## config.mk

```make
export PLATFORM = sky130hd
export DESIGN_NAME = tac_top
export DESIGN_NICKNAME = d
export VERILOG_FILES = /design/src/hw/tac_counter.v /design/src/hw/tac_sync.v /design/src/hw/tac_top.v
export VERILOG_INCLUDE_DIRS = /design/src /design/src/hw
export SDC_FILE = /design/constraint.sdc
export NUM_CORES = 1
export LEC_CHECK = 0
export BUFFER_PORTS_ARGS = -buffer_cell sky130_fd_sc_hd__buf_4
export CORE_MARGIN = 5
export CORE_UTILIZATION = 50
export DETAILED_ROUTE_END_ITERATION = 7
export PLACE_DENSITY = 0.75
export SLEW_MARGIN = 10
export SYNTH_ARGS = -nofsm -noshare
export SYNTH_HDL_FRONTEND = slang
export SYNTH_SLANG_ARGS = --single-unit
```

## constraint.sdc

```tcl
create_clock -name aclk -period 2.85 [get_ports aclk]
set_input_delay 0.1425 -clock aclk [delete_from_list [all_inputs] [get_ports aclk]]
set_output_delay 0.1425 -clock aclk [all_outputs]
set_load 0.01 [all_outputs]
```

## src/hw/tac_defines.vh

```
// Constants for the tracking converter control block
`ifndef TAC_DEFINES_VH
`define TAC_DEFINES_VH

`define TAC_CODE_W        10
`define TAC_CODE_MIN      10'h000
`define TAC_CODE_MID      10'h200
`define TAC_CODE_MAX      10'h3ff
`define TAC_BUS_W         11
`define TAC_ATTN_BIT      10
`define TAC_SETTLE_NS     150
`define TAC_CLK_NS        5
`define TAC_SETTLE_CYC    ((`TAC_SETTLE_NS + `TAC_CLK_NS - 1) / `TAC_CLK_NS)
`define TAC_CNT_W         6
`define TAC_HALF_CYC      6'h20
`define TAC_TAIL_PULSES   4'h8
`define TAC_TAIL_W        4
`define TAC_ADDR_W        4
`define TAC_OFS_CTRL      4'h0
`define TAC_OFS_STATUS    4'h4
`define TAC_OFS_RESULT    4'h8
`define TAC_CTRL_CONT_BIT 0
`define TAC_CTRL_INH_BIT  1
`define TAC_CTRL_RESET    2'h3
`define TAC_ST_DONE_BIT   16
`define TAC_ST_ACT_BIT    17
`define TAC_ST_OUT_BIT    18
`define TAC_ST_RUN_BIT    19
`define TAC_RESP_OKAY     2'h0
`define TAC_RESP_SLVERR   2'h2

`endif

```

## src/hw/tac_counter.v

```verilog
// Saturating 10-bit up/down tracking counter
`timescale 1ns/1ps
`default_nettype none
`include "tac_defines.vh"
module tac_counter (
    input  wire                   aclk,
    input  wire                   aresetn,
    input  wire                   step,
    input  wire                   excess,
    input  wire                   deficit,
    output wire [`TAC_CODE_W-1:0] code
);
    reg [`TAC_CODE_W-1:0] code_reg;

    // Mid code is the zero-input value, a sensible start point
    always @(posedge aclk) begin
        if (!aresetn) begin
            code_reg <= `TAC_CODE_MID;
        end else if (step) begin
            if (excess && !deficit && code_reg != `TAC_CODE_MAX) begin
                code_reg <= code_reg + 10'h001;
            end else if (deficit && !excess && code_reg != `TAC_CODE_MIN) begin
                code_reg <= code_reg - 10'h001;
            end
        end
    end

    assign code = code_reg;
endmodule
`default_nettype wire

```

## src/hw/tac_sync.v

```verilog
// Two-flop synchroniser for a group of asynchronous pins
`timescale 1ns/1ps
`default_nettype none
module tac_sync #(
    parameter W    = 1,
    parameter INIT = 1'b0
) (
    input  wire         aclk,
    input  wire         aresetn,
    input  wire [W-1:0] d,
    output wire [W-1:0] q
);
    reg [W-1:0] meta_reg;
    reg [W-1:0] sync_reg;

    // First stage feeds only the second stage
    always @(posedge aclk) begin
        if (!aresetn) begin
            meta_reg <= {W{INIT}};
            sync_reg <= {W{INIT}};
        end else begin
            meta_reg <= d;
            sync_reg <= meta_reg;
        end
    end

    assign q = sync_reg;
endmodule
`default_nettype wire

```

## src/hw/tac_top.v

```verilog
// Tracking converter control: converter clock, counter, hold latch, bus read, AXI4-Lite control
`timescale 1ns/1ps
`default_nettype none
`include "tac_defines.vh"
module tac_top #(
    parameter [`TAC_CNT_W-1:0] CONV_HALF_CYC = `TAC_HALF_CYC
) (
    input  wire                   aclk,
    input  wire                   aresetn,
    input  wire [`TAC_ADDR_W-1:0] s_axi_awaddr,
    input  wire                   s_axi_awvalid,
    output wire                   s_axi_awready,
    input  wire [31:0]            s_axi_wdata,
    input  wire [3:0]             s_axi_wstrb,
    input  wire                   s_axi_wvalid,
    output wire                   s_axi_wready,
    output wire [1:0]             s_axi_bresp,
    output wire                   s_axi_bvalid,
    input  wire                   s_axi_bready,
    input  wire [`TAC_ADDR_W-1:0] s_axi_araddr,
    input  wire                   s_axi_arvalid,
    output wire                   s_axi_arready,
    output wire [31:0]            s_axi_rdata,
    output wire [1:0]             s_axi_rresp,
    output wire                   s_axi_rvalid,
    input  wire                   s_axi_rready,
    input  wire                   level_read_strobe_n,
    input  wire                   attenuator_present_n,
    input  wire                   comp_excess,
    input  wire                   comp_deficit,
    input  wire                   above_window_n,
    input  wire                   below_window_n,
    output wire [`TAC_BUS_W-1:0]  data_bus_out,
    output wire                   data_bus_oe,
    output wire [`TAC_CODE_W-1:0] dac_code,
    output wire                   conv_clk,
    output wire                   conversion_done_request
);
    localparam integer          SETTLE_CYC = `TAC_SETTLE_CYC;
    localparam [`TAC_CNT_W-1:0] SETTLE     = SETTLE_CYC[`TAC_CNT_W-1:0];

    // Pin synchronisers; idle levels of the active-low pins are high
    wire [3:0] pins_hi_s;
    wire [1:0] pins_lo_s;
    wire       rd_n_s;
    wire       attn_n_s;
    wire       above_n_s;
    wire       below_n_s;
    wire       excess_s;
    wire       deficit_s;

    tac_sync #(.W(4), .INIT(1'b1)) u_sync_hi (
        .aclk    (aclk),
        .aresetn (aresetn),
        .d       ({level_read_strobe_n, attenuator_present_n, above_window_n, below_window_n}),
        .q       (pins_hi_s)
    );
    tac_sync #(.W(2), .INIT(1'b0)) u_sync_lo (
        .aclk    (aclk),
        .aresetn (aresetn),
        .d       ({comp_excess, comp_deficit}),
        .q       (pins_lo_s)
    );
    assign rd_n_s    = pins_hi_s[3];
    assign attn_n_s  = pins_hi_s[2];
    assign above_n_s = pins_hi_s[1];
    assign below_n_s = pins_hi_s[0];
    assign excess_s  = pins_lo_s[1];
    assign deficit_s = pins_lo_s[0];

    // Threshold comparison is analog; each detector arrives as an open-collector low
    wire outside_window_n = above_n_s & below_n_s;
    wire outside_window   = ~outside_window_n;

    reg  [1:0]             ctrl_reg;
    reg                    rd_n_d_reg;
    reg                    active_reg;
    reg                    done_req_reg;
    reg  [`TAC_TAIL_W-1:0] tail_reg;
    reg                    gate_reg;
    reg                    conv_clk_reg;
    reg  [`TAC_CNT_W-1:0]  phase_reg;
    reg  [`TAC_CNT_W-1:0]  since_rise_reg;
    reg  [`TAC_CODE_W-1:0] latch_reg;
    reg  [`TAC_BUS_W-1:0]  bus_reg;
    reg                    oe_reg;

    wire cont_n    = ctrl_reg[`TAC_CTRL_CONT_BIT];
    wire inhibit_n = ctrl_reg[`TAC_CTRL_INH_BIT];
    wire read_fall = rd_n_d_reg & ~rd_n_s;
    wire half_done = (phase_reg == CONV_HALF_CYC - 6'h01);
    wire rise      = gate_reg & half_done & ~conv_clk_reg;
    wire [`TAC_CODE_W-1:0] code;

    // Request or idle stops the clock unless continuous mode forces it
    wire run_want = inhibit_n
                  & rd_n_s
                  & (~cont_n | (active_reg & ~done_req_reg));

    tac_counter u_counter (
        .aclk    (aclk),
        .aresetn (aresetn),
        .step    (rise),
        .excess  (excess_s),
        .deficit (deficit_s),
        .code    (code)
    );

    // Converter clock idles high; gate only moves during the high phase, never at the
    // edge that ends it, or the clock would stop low with the gate unable to reopen
    always @(posedge aclk) begin
        if (!aresetn) begin
            gate_reg     <= 1'b0;
            conv_clk_reg <= 1'b1;
            phase_reg    <= {`TAC_CNT_W{1'b0}};
        end else begin
            if (conv_clk_reg && !(gate_reg && half_done)) begin
                gate_reg <= run_want;
            end
            if (!gate_reg) begin
                phase_reg <= {`TAC_CNT_W{1'b0}};
            end else if (half_done) begin
                phase_reg    <= {`TAC_CNT_W{1'b0}};
                conv_clk_reg <= ~conv_clk_reg;
            end else begin
                phase_reg <= phase_reg + 6'h01;
            end
        end
    end

    // Conversion start, eight-pulse tail and completion request
    always @(posedge aclk) begin
        if (!aresetn) begin
            rd_n_d_reg   <= 1'b1;
            active_reg   <= 1'b0;
            done_req_reg <= 1'b0;
            tail_reg     <= {`TAC_TAIL_W{1'b0}};
        end else begin
            rd_n_d_reg <= rd_n_s;
            if (outside_window) begin
                active_reg <= 1'b1;
                tail_reg   <= {`TAC_TAIL_W{1'b0}};
            end else if (rise && active_reg) begin
                if (tail_reg == `TAC_TAIL_PULSES - 4'h1) begin
                    active_reg <= 1'b0;
                    tail_reg   <= {`TAC_TAIL_W{1'b0}};
                end else begin
                    tail_reg <= tail_reg + 4'h1;
                end
            end
            // Completion beats a read clear in the same cycle
            if (rise && active_reg && !outside_window && tail_reg == `TAC_TAIL_PULSES - 4'h1) begin
                done_req_reg <= 1'b1;
            end else if (read_fall) begin
                done_req_reg <= 1'b0;
            end
        end
    end

    // Transparent while the strobe is high and at an unsettled strobe fall; frozen for the read otherwise
    wire                   latch_open = rd_n_s
                                      | (read_fall & (since_rise_reg != SETTLE));
    wire [`TAC_CODE_W-1:0] latch_next = latch_open ? code : latch_reg;

    // Capture stays open one more cycle at the strobe fall if a rising edge came within the settle time
    always @(posedge aclk) begin
        if (!aresetn) begin
            since_rise_reg <= {`TAC_CNT_W{1'b0}};
            latch_reg      <= `TAC_CODE_MID;
            bus_reg        <= {`TAC_BUS_W{1'b0}};
            oe_reg         <= 1'b0;
        end else begin
            if (rise) begin
                since_rise_reg <= {`TAC_CNT_W{1'b0}};
            end else if (since_rise_reg != SETTLE) begin
                since_rise_reg <= since_rise_reg + 6'h01;
            end
            latch_reg                <= latch_next;
            // Bus code field takes the same value, so the code never moves once it is driven
            bus_reg[`TAC_CODE_W-1:0] <= latch_next;
            bus_reg[`TAC_ATTN_BIT]   <= attn_n_s;
            oe_reg                   <= ~rd_n_s;
        end
    end

    // AXI4-Lite slave: one write and one read at a time
    reg        aw_hold_reg;
    reg        w_hold_reg;
    reg [`TAC_ADDR_W-1:0] awaddr_reg;
    reg [31:0] wdata_reg;
    reg [3:0]  wstrb_reg;
    reg        bvalid_reg;
    reg [1:0]  bresp_reg;
    reg        rvalid_reg;
    reg [31:0] rdata_reg;
    reg [1:0]  rresp_reg;

    wire aw_take = s_axi_awvalid & ~aw_hold_reg & ~bvalid_reg;
    wire w_take  = s_axi_wvalid & ~w_hold_reg & ~bvalid_reg;
    wire have_aw = aw_hold_reg | aw_take;
    wire have_w  = w_hold_reg | w_take;
    wire [`TAC_ADDR_W-1:0] wa = aw_hold_reg ? awaddr_reg : s_axi_awaddr;
    wire [31:0] wd  = w_hold_reg ? wdata_reg : s_axi_wdata;
    wire [3:0]  ws  = w_hold_reg ? wstrb_reg : s_axi_wstrb;
    wire        do_write = have_aw & have_w & ~bvalid_reg;

    function addr_known;
        input [`TAC_ADDR_W-1:0] a;
        begin
            addr_known = (a == `TAC_OFS_CTRL) | (a == `TAC_OFS_STATUS) | (a == `TAC_OFS_RESULT);
        end
    endfunction

    always @(posedge aclk) begin
        if (!aresetn) begin
            aw_hold_reg <= 1'b0;
            w_hold_reg  <= 1'b0;
            awaddr_reg  <= {`TAC_ADDR_W{1'b0}};
            wdata_reg   <= 32'h0000_0000;
            wstrb_reg   <= 4'h0;
            bvalid_reg  <= 1'b0;
            bresp_reg   <= `TAC_RESP_OKAY;
            ctrl_reg    <= `TAC_CTRL_RESET;
        end else begin
            if (do_write) begin
                aw_hold_reg <= 1'b0;
                w_hold_reg  <= 1'b0;
                bvalid_reg  <= 1'b1;
                bresp_reg   <= addr_known(wa) ? `TAC_RESP_OKAY : `TAC_RESP_SLVERR;
                if (wa == `TAC_OFS_CTRL && ws[0]) begin
                    ctrl_reg <= wd[1:0];
                end
            end else begin
                if (aw_take) begin
                    aw_hold_reg <= 1'b1;
                    awaddr_reg  <= s_axi_awaddr;
                end
                if (w_take) begin
                    w_hold_reg <= 1'b1;
                    wdata_reg  <= s_axi_wdata;
                    wstrb_reg  <= s_axi_wstrb;
                end
                if (bvalid_reg && s_axi_bready) begin
                    bvalid_reg <= 1'b0;
                end
            end
        end
    end

    always @(posedge aclk) begin
        if (!aresetn) begin
            rvalid_reg <= 1'b0;
            rdata_reg  <= 32'h0000_0000;
            rresp_reg  <= `TAC_RESP_OKAY;
        end else if (s_axi_arvalid && !rvalid_reg) begin
            rvalid_reg <= 1'b1;
            rresp_reg  <= addr_known(s_axi_araddr) ? `TAC_RESP_OKAY : `TAC_RESP_SLVERR;
            rdata_reg  <= 32'h0000_0000;
            case (s_axi_araddr)
                `TAC_OFS_CTRL: begin
                    rdata_reg[1:0] <= ctrl_reg;
                end
                `TAC_OFS_STATUS: begin
                    rdata_reg[`TAC_CODE_W-1:0]  <= code;
                    rdata_reg[`TAC_ST_DONE_BIT] <= done_req_reg;
                    rdata_reg[`TAC_ST_ACT_BIT]  <= active_reg;
                    rdata_reg[`TAC_ST_OUT_BIT]  <= outside_window;
                    rdata_reg[`TAC_ST_RUN_BIT]  <= gate_reg;
                end
                `TAC_OFS_RESULT: begin
                    rdata_reg[`TAC_BUS_W-1:0] <= {attn_n_s, latch_reg};
                end
                default: begin
                    rdata_reg <= 32'h0000_0000;
                end
            endcase
        end else if (rvalid_reg && s_axi_rready) begin
            rvalid_reg <= 1'b0;
        end
    end

    assign s_axi_awready = aw_take;
    assign s_axi_wready  = w_take;
    assign s_axi_bvalid  = bvalid_reg;
    assign s_axi_bresp   = bresp_reg;
    assign s_axi_arready = ~rvalid_reg;
    assign s_axi_rvalid  = rvalid_reg;
    assign s_axi_rdata   = rdata_reg;
    assign s_axi_rresp   = rresp_reg;

    assign data_bus_out            = bus_reg;
    assign data_bus_oe             = oe_reg;
    assign dac_code                = code;
    assign conv_clk                = conv_clk_reg;
    assign conversion_done_request = done_req_reg;
endmodule
`default_nettype wire

```

==> results of run 1 <==
## critical path, delay by kind of cell (launching register included)
kind / cells / cell delay, ps
adders and majority gates: 1 / 330
and+or+nand+nor: 5 / 720
muxes: 1 / 340
AOI/OAI and AO/OA: 3 / 490
buffers and inverters: 2 / 230
DFF: 1 / 320
## cell type report
cell class | count | area share (%)
multi-input cells | 322 | 40.1
inverters | 15 | 1.18
clock buffers | 10 | 2.68
well taps | 102 | 2.68
repair buffers | 97 | 15.7
flip-flops and latches | 86 | 36.2
clock inverters | 6 | 1.45
## worst paths after layout
| check | start | end | slack (ps) |
|---|---|---|---|
| setup / recovery | u_counter.code[8] | u_counter.code[9] | 280 |
| hold / removal | s_axi_wdata[1] | wdata_reg[1] | 40 |
| setup reg to reg | u_counter.code[8] | u_counter.code[9] | 280 |
| hold reg to reg | u_sync_hi.meta_reg[3] | u_sync_hi.q[3] | 420 |
## cells by family after synthesis
group	count (synthesis)	synth area share [%]
AO/OA/AOI/OAI	76	12.5
adder cells (fa/ha/maj)	13	4.36
XOR/XNOR	17	3.82
other	1	0.0961
flip-flops	86	44.1
buffers and inverters	61	8.76
AND/OR/NAND/NOR	177	21.0
multiplexers	20	5.26
## metal layers
| metal | GRT usage (%) | routed length [µm] | vias to the layer above |
|---|---|---|---|
| li1 | - | - | 1653 |
| met1 | 22.7 | 4020 | 1476 |
| met2 | 28.6 | 3950 | 95 |
| met3 | 5.64 | 567 | 10 |
| met4 | 5.57 | 93 | 0 |
| met5 | 0 | 0 | - |
## power groups by stage
stage	logic [µW]	registers [µW]	clock network (µW)
after floorplan	168	1300	0
after global placement	233	1300	0
after detailed placement	240	1300	0
after CTS	249	1280	869
after global routing	276	1280	923
final	248	1280	851
## stage by stage
stage               cells  instance area (µm²)  util, %  power (µW)
CTS                   638                 4750     62.2        2390
floorplan             469                 3970        -        1470
detailed placement    615                 4490     58.7        1540
global route          638                 4750     62.2        2480
finish                638                 4750     62.2        2380
global placement      615                 4490     58.7        1530
## cell usage after synthesis, types with 2 or more instances
master / instances
xor2_1: 5
o211a_1: 2
inv_1: 14
buf_4: 28
ha_1: 12
a221oi_1: 8
or4_1: 2
and2_1: 11
buf_1: 3
mux2i_1: 16
or2_2: 2
nor2_1: 59
o31ai_1: 3
nor3b_1: 4
a22oi_1: 2
dfxtp_1: 86
a21oi_1: 30
nand4_1: 6
o211ai_1: 2
a211oi_1: 4
nand2b_1: 13
a31oi_1: 4
mux2_2: 3
clkbuf_1: 14
xnor2_1: 12
nand2_1: 47
nor3_1: 15
nor2b_1: 2
nand3_1: 13
o21ai_0: 13
==> metrics.txt, run 1 <==
final net count 601; hold path depth 3; Primary FF master, synth dfxtp_1; filler instances 684; DR vias 3234; syn avg cell area 8.65 µm²; final worst slack 283 ps; highest clock rate 390 MHz; Crit Path Category reg -> reg; Hold WS 39.5 ps; most frequent cells in the layout 90 x buf_4, 86 x dfxtp_1, 59 x nor2_1; Sw Ratio 25.4%; Max-cap violations 0; Place WS 296 ps; Detail Route Antenna Nets 0; final worst-path cycle share 90.1%; critical path's largest stage delay 340 ps; Sequential cell area 0.00172 mm²; Final setup violation count 0; DPL Wire Length 6380 µm; total core area 0.00765 mm²; routability-driven placement congestion ratio 0.828; PortBufs 69; n_diodes 0; DRC 0; CTS tree done; gr usage total 17.8%; Slowest cell on crit path mux2_1; crit-path cells nand4_1 > nor3_1 > nor3b_1 > inv_1 > buf_4 > ha_1 > o21ai_0 > a211oi_1 > nor2_1 > nor3b_1 > a31oi_1 > mux2_1; combinational power share 10.4%; Overflow after GRT 0; CP required 3090 ps; cell internal pwr 1770 µW; via/cell ratio 5.07; cts hold-fix bufs 7; worst slew pin tran 803 ps; Ys Warns 0; CP Data Arrival Time 2800 ps; post-synth top area cell dfxtp_1; clock transition at the registers of the reported paths 90 ps; first-pass GRT wire length 14200 µm; number of synthesized register bits 86; Setup crit start kind register; drt wl/cell 13.5 µm; Netlist cell types 46; cell count of the worst reg-to-reg path 12; post-CTS sizing 0; EDFF count, synth 0; Fin. Hold Viols 0; commonest non-fill, non-tap cell in the layout buf_4; sequential share of the synthesized area 44.1%; mapped cell area 0.00390 mm²; clock sink total 86; Die Y 98.3 µm; CTS root buf clkbuf_8; Final TNS setup 0 ps; RSZ-0062 raised after global routing no; status finished clean; fraction of final layout cells sized beyond drive strength 1 21.6%; FP Rows 32; worst hold path type in -> reg; sw power 603 µW; Mapped Cells 451; Critical Path Sink Type register; Area Growth Syn to Fin 21.8%; worst skew pair latency 350 ps; VDD IR max 0.338 mV; Final min period 2570 ps; postcts setup bufs 0; CP Max Fanout 8; initial antenna violation count 0; routed wire length 8640 µm; H-tree lvl count 3; Die Span X 98.3 µm; Iteration-0 DRC Markers 179; Layout Skew 8.07 ps; Multi-input gate area 0.00191 mm²; share of the synthesized area in the top cell type 44.1%; Clock Power Share 35.8%; power density over cell area 500 mW/mm²; top cells by area, synth dfxtp_1 44%, nor2_1 5.7%, buf_4 5.4%; DRT Pass-1 Iters 4; vias in the first global route 3091; clock buffer count from CTS 9; Leakage 0.00204 µW; die area 0.00967 mm²; largest net degree at the start of global routing 47; Rel. slew slack 46.4%; max reg flops 15; Max clock buf depth 2; Slew Limit Fails 0; share of flip-flops with an asynchronous set or reset 0%; starting density of the core 51.0%; share of power burned in registers 53.7%; Top cell by count, worst path nor3b_1; I/O pin count 122
No activity file was read; power rests on OpenSTA's default activity.
==> run 2: changes to the inputs <==
REMOVE_ABC_BUFFERS = 1   (was not set)
==> run 2 against run 1 <==
Effect of this change: sequential share of layout area shrank 0.067 points; maximum frequency shrank 1.5%; worst hold slack lost 3.6 ps; clock-buffer cell count grew 3; final cell count grew 0.16%; die area is the same; cell area grew 0.18%; combinational power is essentially flat; global-route usage grew 0.93 points; via count grew 2.2%; critical path type unchanged; critical endpoint is now u_counter.code[8].
==> metrics.txt, run 2 (synthesized netlist as in run 1, its figures left out) <==
CP Data Arrival Time 2880 ps; vias in the first global route 3270; filler instances 687; worst slew pin tran 830 ps; largest net degree at the start of global routing 47; crit-path cells nand4_1 > nor3_1 > nor3b_1 > inv_1 > buf_4 > ha_1 > buf_4 > nor2b_1 > o21ai_0 > o221a_2 > a21oi_1 > xnor2_1 > o31ai_1; Worst Path Buf+Inv 3; CP Max Fanout 4; starting density of the core 51.0%; Max clock buf depth 2; power density over cell area 499 mW/mm²; highest clock rate 384 MHz; status finished clean; CTS root buf clkbuf_8; Slew Limit Fails 0; Layout Skew 7.59 ps; Detail Route Antenna Nets 0; Critical Path Sink Type register; commonest non-fill, non-tap cell in the layout buf_4; worst skew pair latency 360 ps; critical path's largest stage delay 320 ps; Rel. slew slack 44.6%; Setup crit start kind register; Final setup violation count 0; DRT Pass-1 Iters 5; worst hold path type in -> reg; crit-path leading delay family compound AO/OA/AOI/OAI gates; CTS tree done; RSZ-0062 raised after global routing no; CP required 3120 ps; postcts setup bufs 0; Overflow after GRT 0; Final TNS setup 0 ps; die area 0.00967 mm²; Slowest cell on crit path dfxtp_1; final net count 602; first-pass GRT wire length 14900 µm; most frequent cells in the layout 91 x buf_4, 86 x dfxtp_1, 59 x nor2_1; clock sink total 86; routability-driven placement congestion ratio 0.820; via/cell ratio 5.17; Area Growth Syn to Fin 22.1%; Fin. Hold Viols 0; n_diodes 0; Top cell by count, worst path buf_4; initial antenna violation count 0; Iteration-0 DRC Markers 161; Leakage 0.00205 µW; routed wire length 8880 µm; gr usage total 18.7%; DR vias 3306; VDD IR max 0.272 mV; DPL Wire Length 6410 µm; drt wl/cell 13.9 µm; Crit Path Category reg -> reg; clock buffer count from CTS 9; Die Y 98.3 µm; total core area 0.00765 mm²; Max-cap violations 0; FP Rows 32; final worst-path cycle share 91.5%; I/O pin count 122; DRC 0; max reg flops 15; PortBufs 69; clock transition at the registers of the reported paths 80 ps; H-tree lvl count 3; Final min period 2610 ps; Pwr Total 2380 µW; Die Span X 98.3 µm; fraction of final layout cells sized beyond drive strength 1 21.6%
[run 2: final cells by class]
class	count	area [µm²]	share of cell area, %
Clock inverter	3	43.8	0.920
Inverter	15	56.3	1.18
Clock buffer	13	149	3.13
Timing Repair Buffer	98	753	15.8
Tap cell	102	128	2.68
Multi-Input combinational cell	322	1910	40.1
Sequential cell	86	1720	36.2
[run 2: path summary, 6_finish.rpt]
path	from	end	slack [ps]	cells after the start
hold reg to reg	u_sync_hi.meta_reg[0]	u_sync_hi.q[0]	420	1
hold / removal	s_axi_awaddr[0]	awaddr_reg[0]	40	3
setup reg to reg	u_counter.code[7]	u_counter.code[8]	240	13
setup / recovery	u_counter.code[7]	u_counter.code[8]	240	13
[run 2: metal layers]
layer  share of wire, %  up-vias  track usage [%]  routed length [µm]
met2                 49       97             32.1                4320
met4                1.8        0             6.93                 160
met1                 43     1544             22.4                3780
li1                   -     1653                -                   -
met3                7.0       12             4.79                 620
met5                  0        -                0                   0
[run 2: through the flow]
stage	setup WS [ps]	hold WS, ps	instances	cell area [µm²]	util, %
floorplan	197	204	423	3680	-
global placement	326	326	616	4490	58.8
detailed placement	272	331	616	4490	58.8
CTS	155	30.5	639	4760	62.2
global route	23.9	38.1	639	4760	62.3
finish	243	35.9	639	4760	62.3
[run 2: what timing repair did]
item / CTS / global route
setup endpoints to repair: 0 / 1
hold buffers: 7 / 0
resized for setup: 0 / 2
endpoints found under the hold margin: 7 / 0
[run 2: worst reg2reg max path, cell delays in order, from the launching register on]
cell and delay [ps]:
dfxtp_1 320, nand4_1 130, nor3_1 80, nor3b_1 290, inv_1 100, buf_4 160
ha_1 300, buf_4 150, nor2b_1 110, o21ai_0 230, o221a_2 270, a21oi_1 80
xnor2_1 130, o31ai_1 170
[run 2: where the power goes]
| part | switching (µW) | internal (µW) | total, µW |
|---|---|---|---|
| registers | 34.1 | 1240 | 1280 |
| clock network | 422 | 431 | 852 |
| logic | 131 | 118 | 249 |
| total | 587 | 1790 | 2380 |
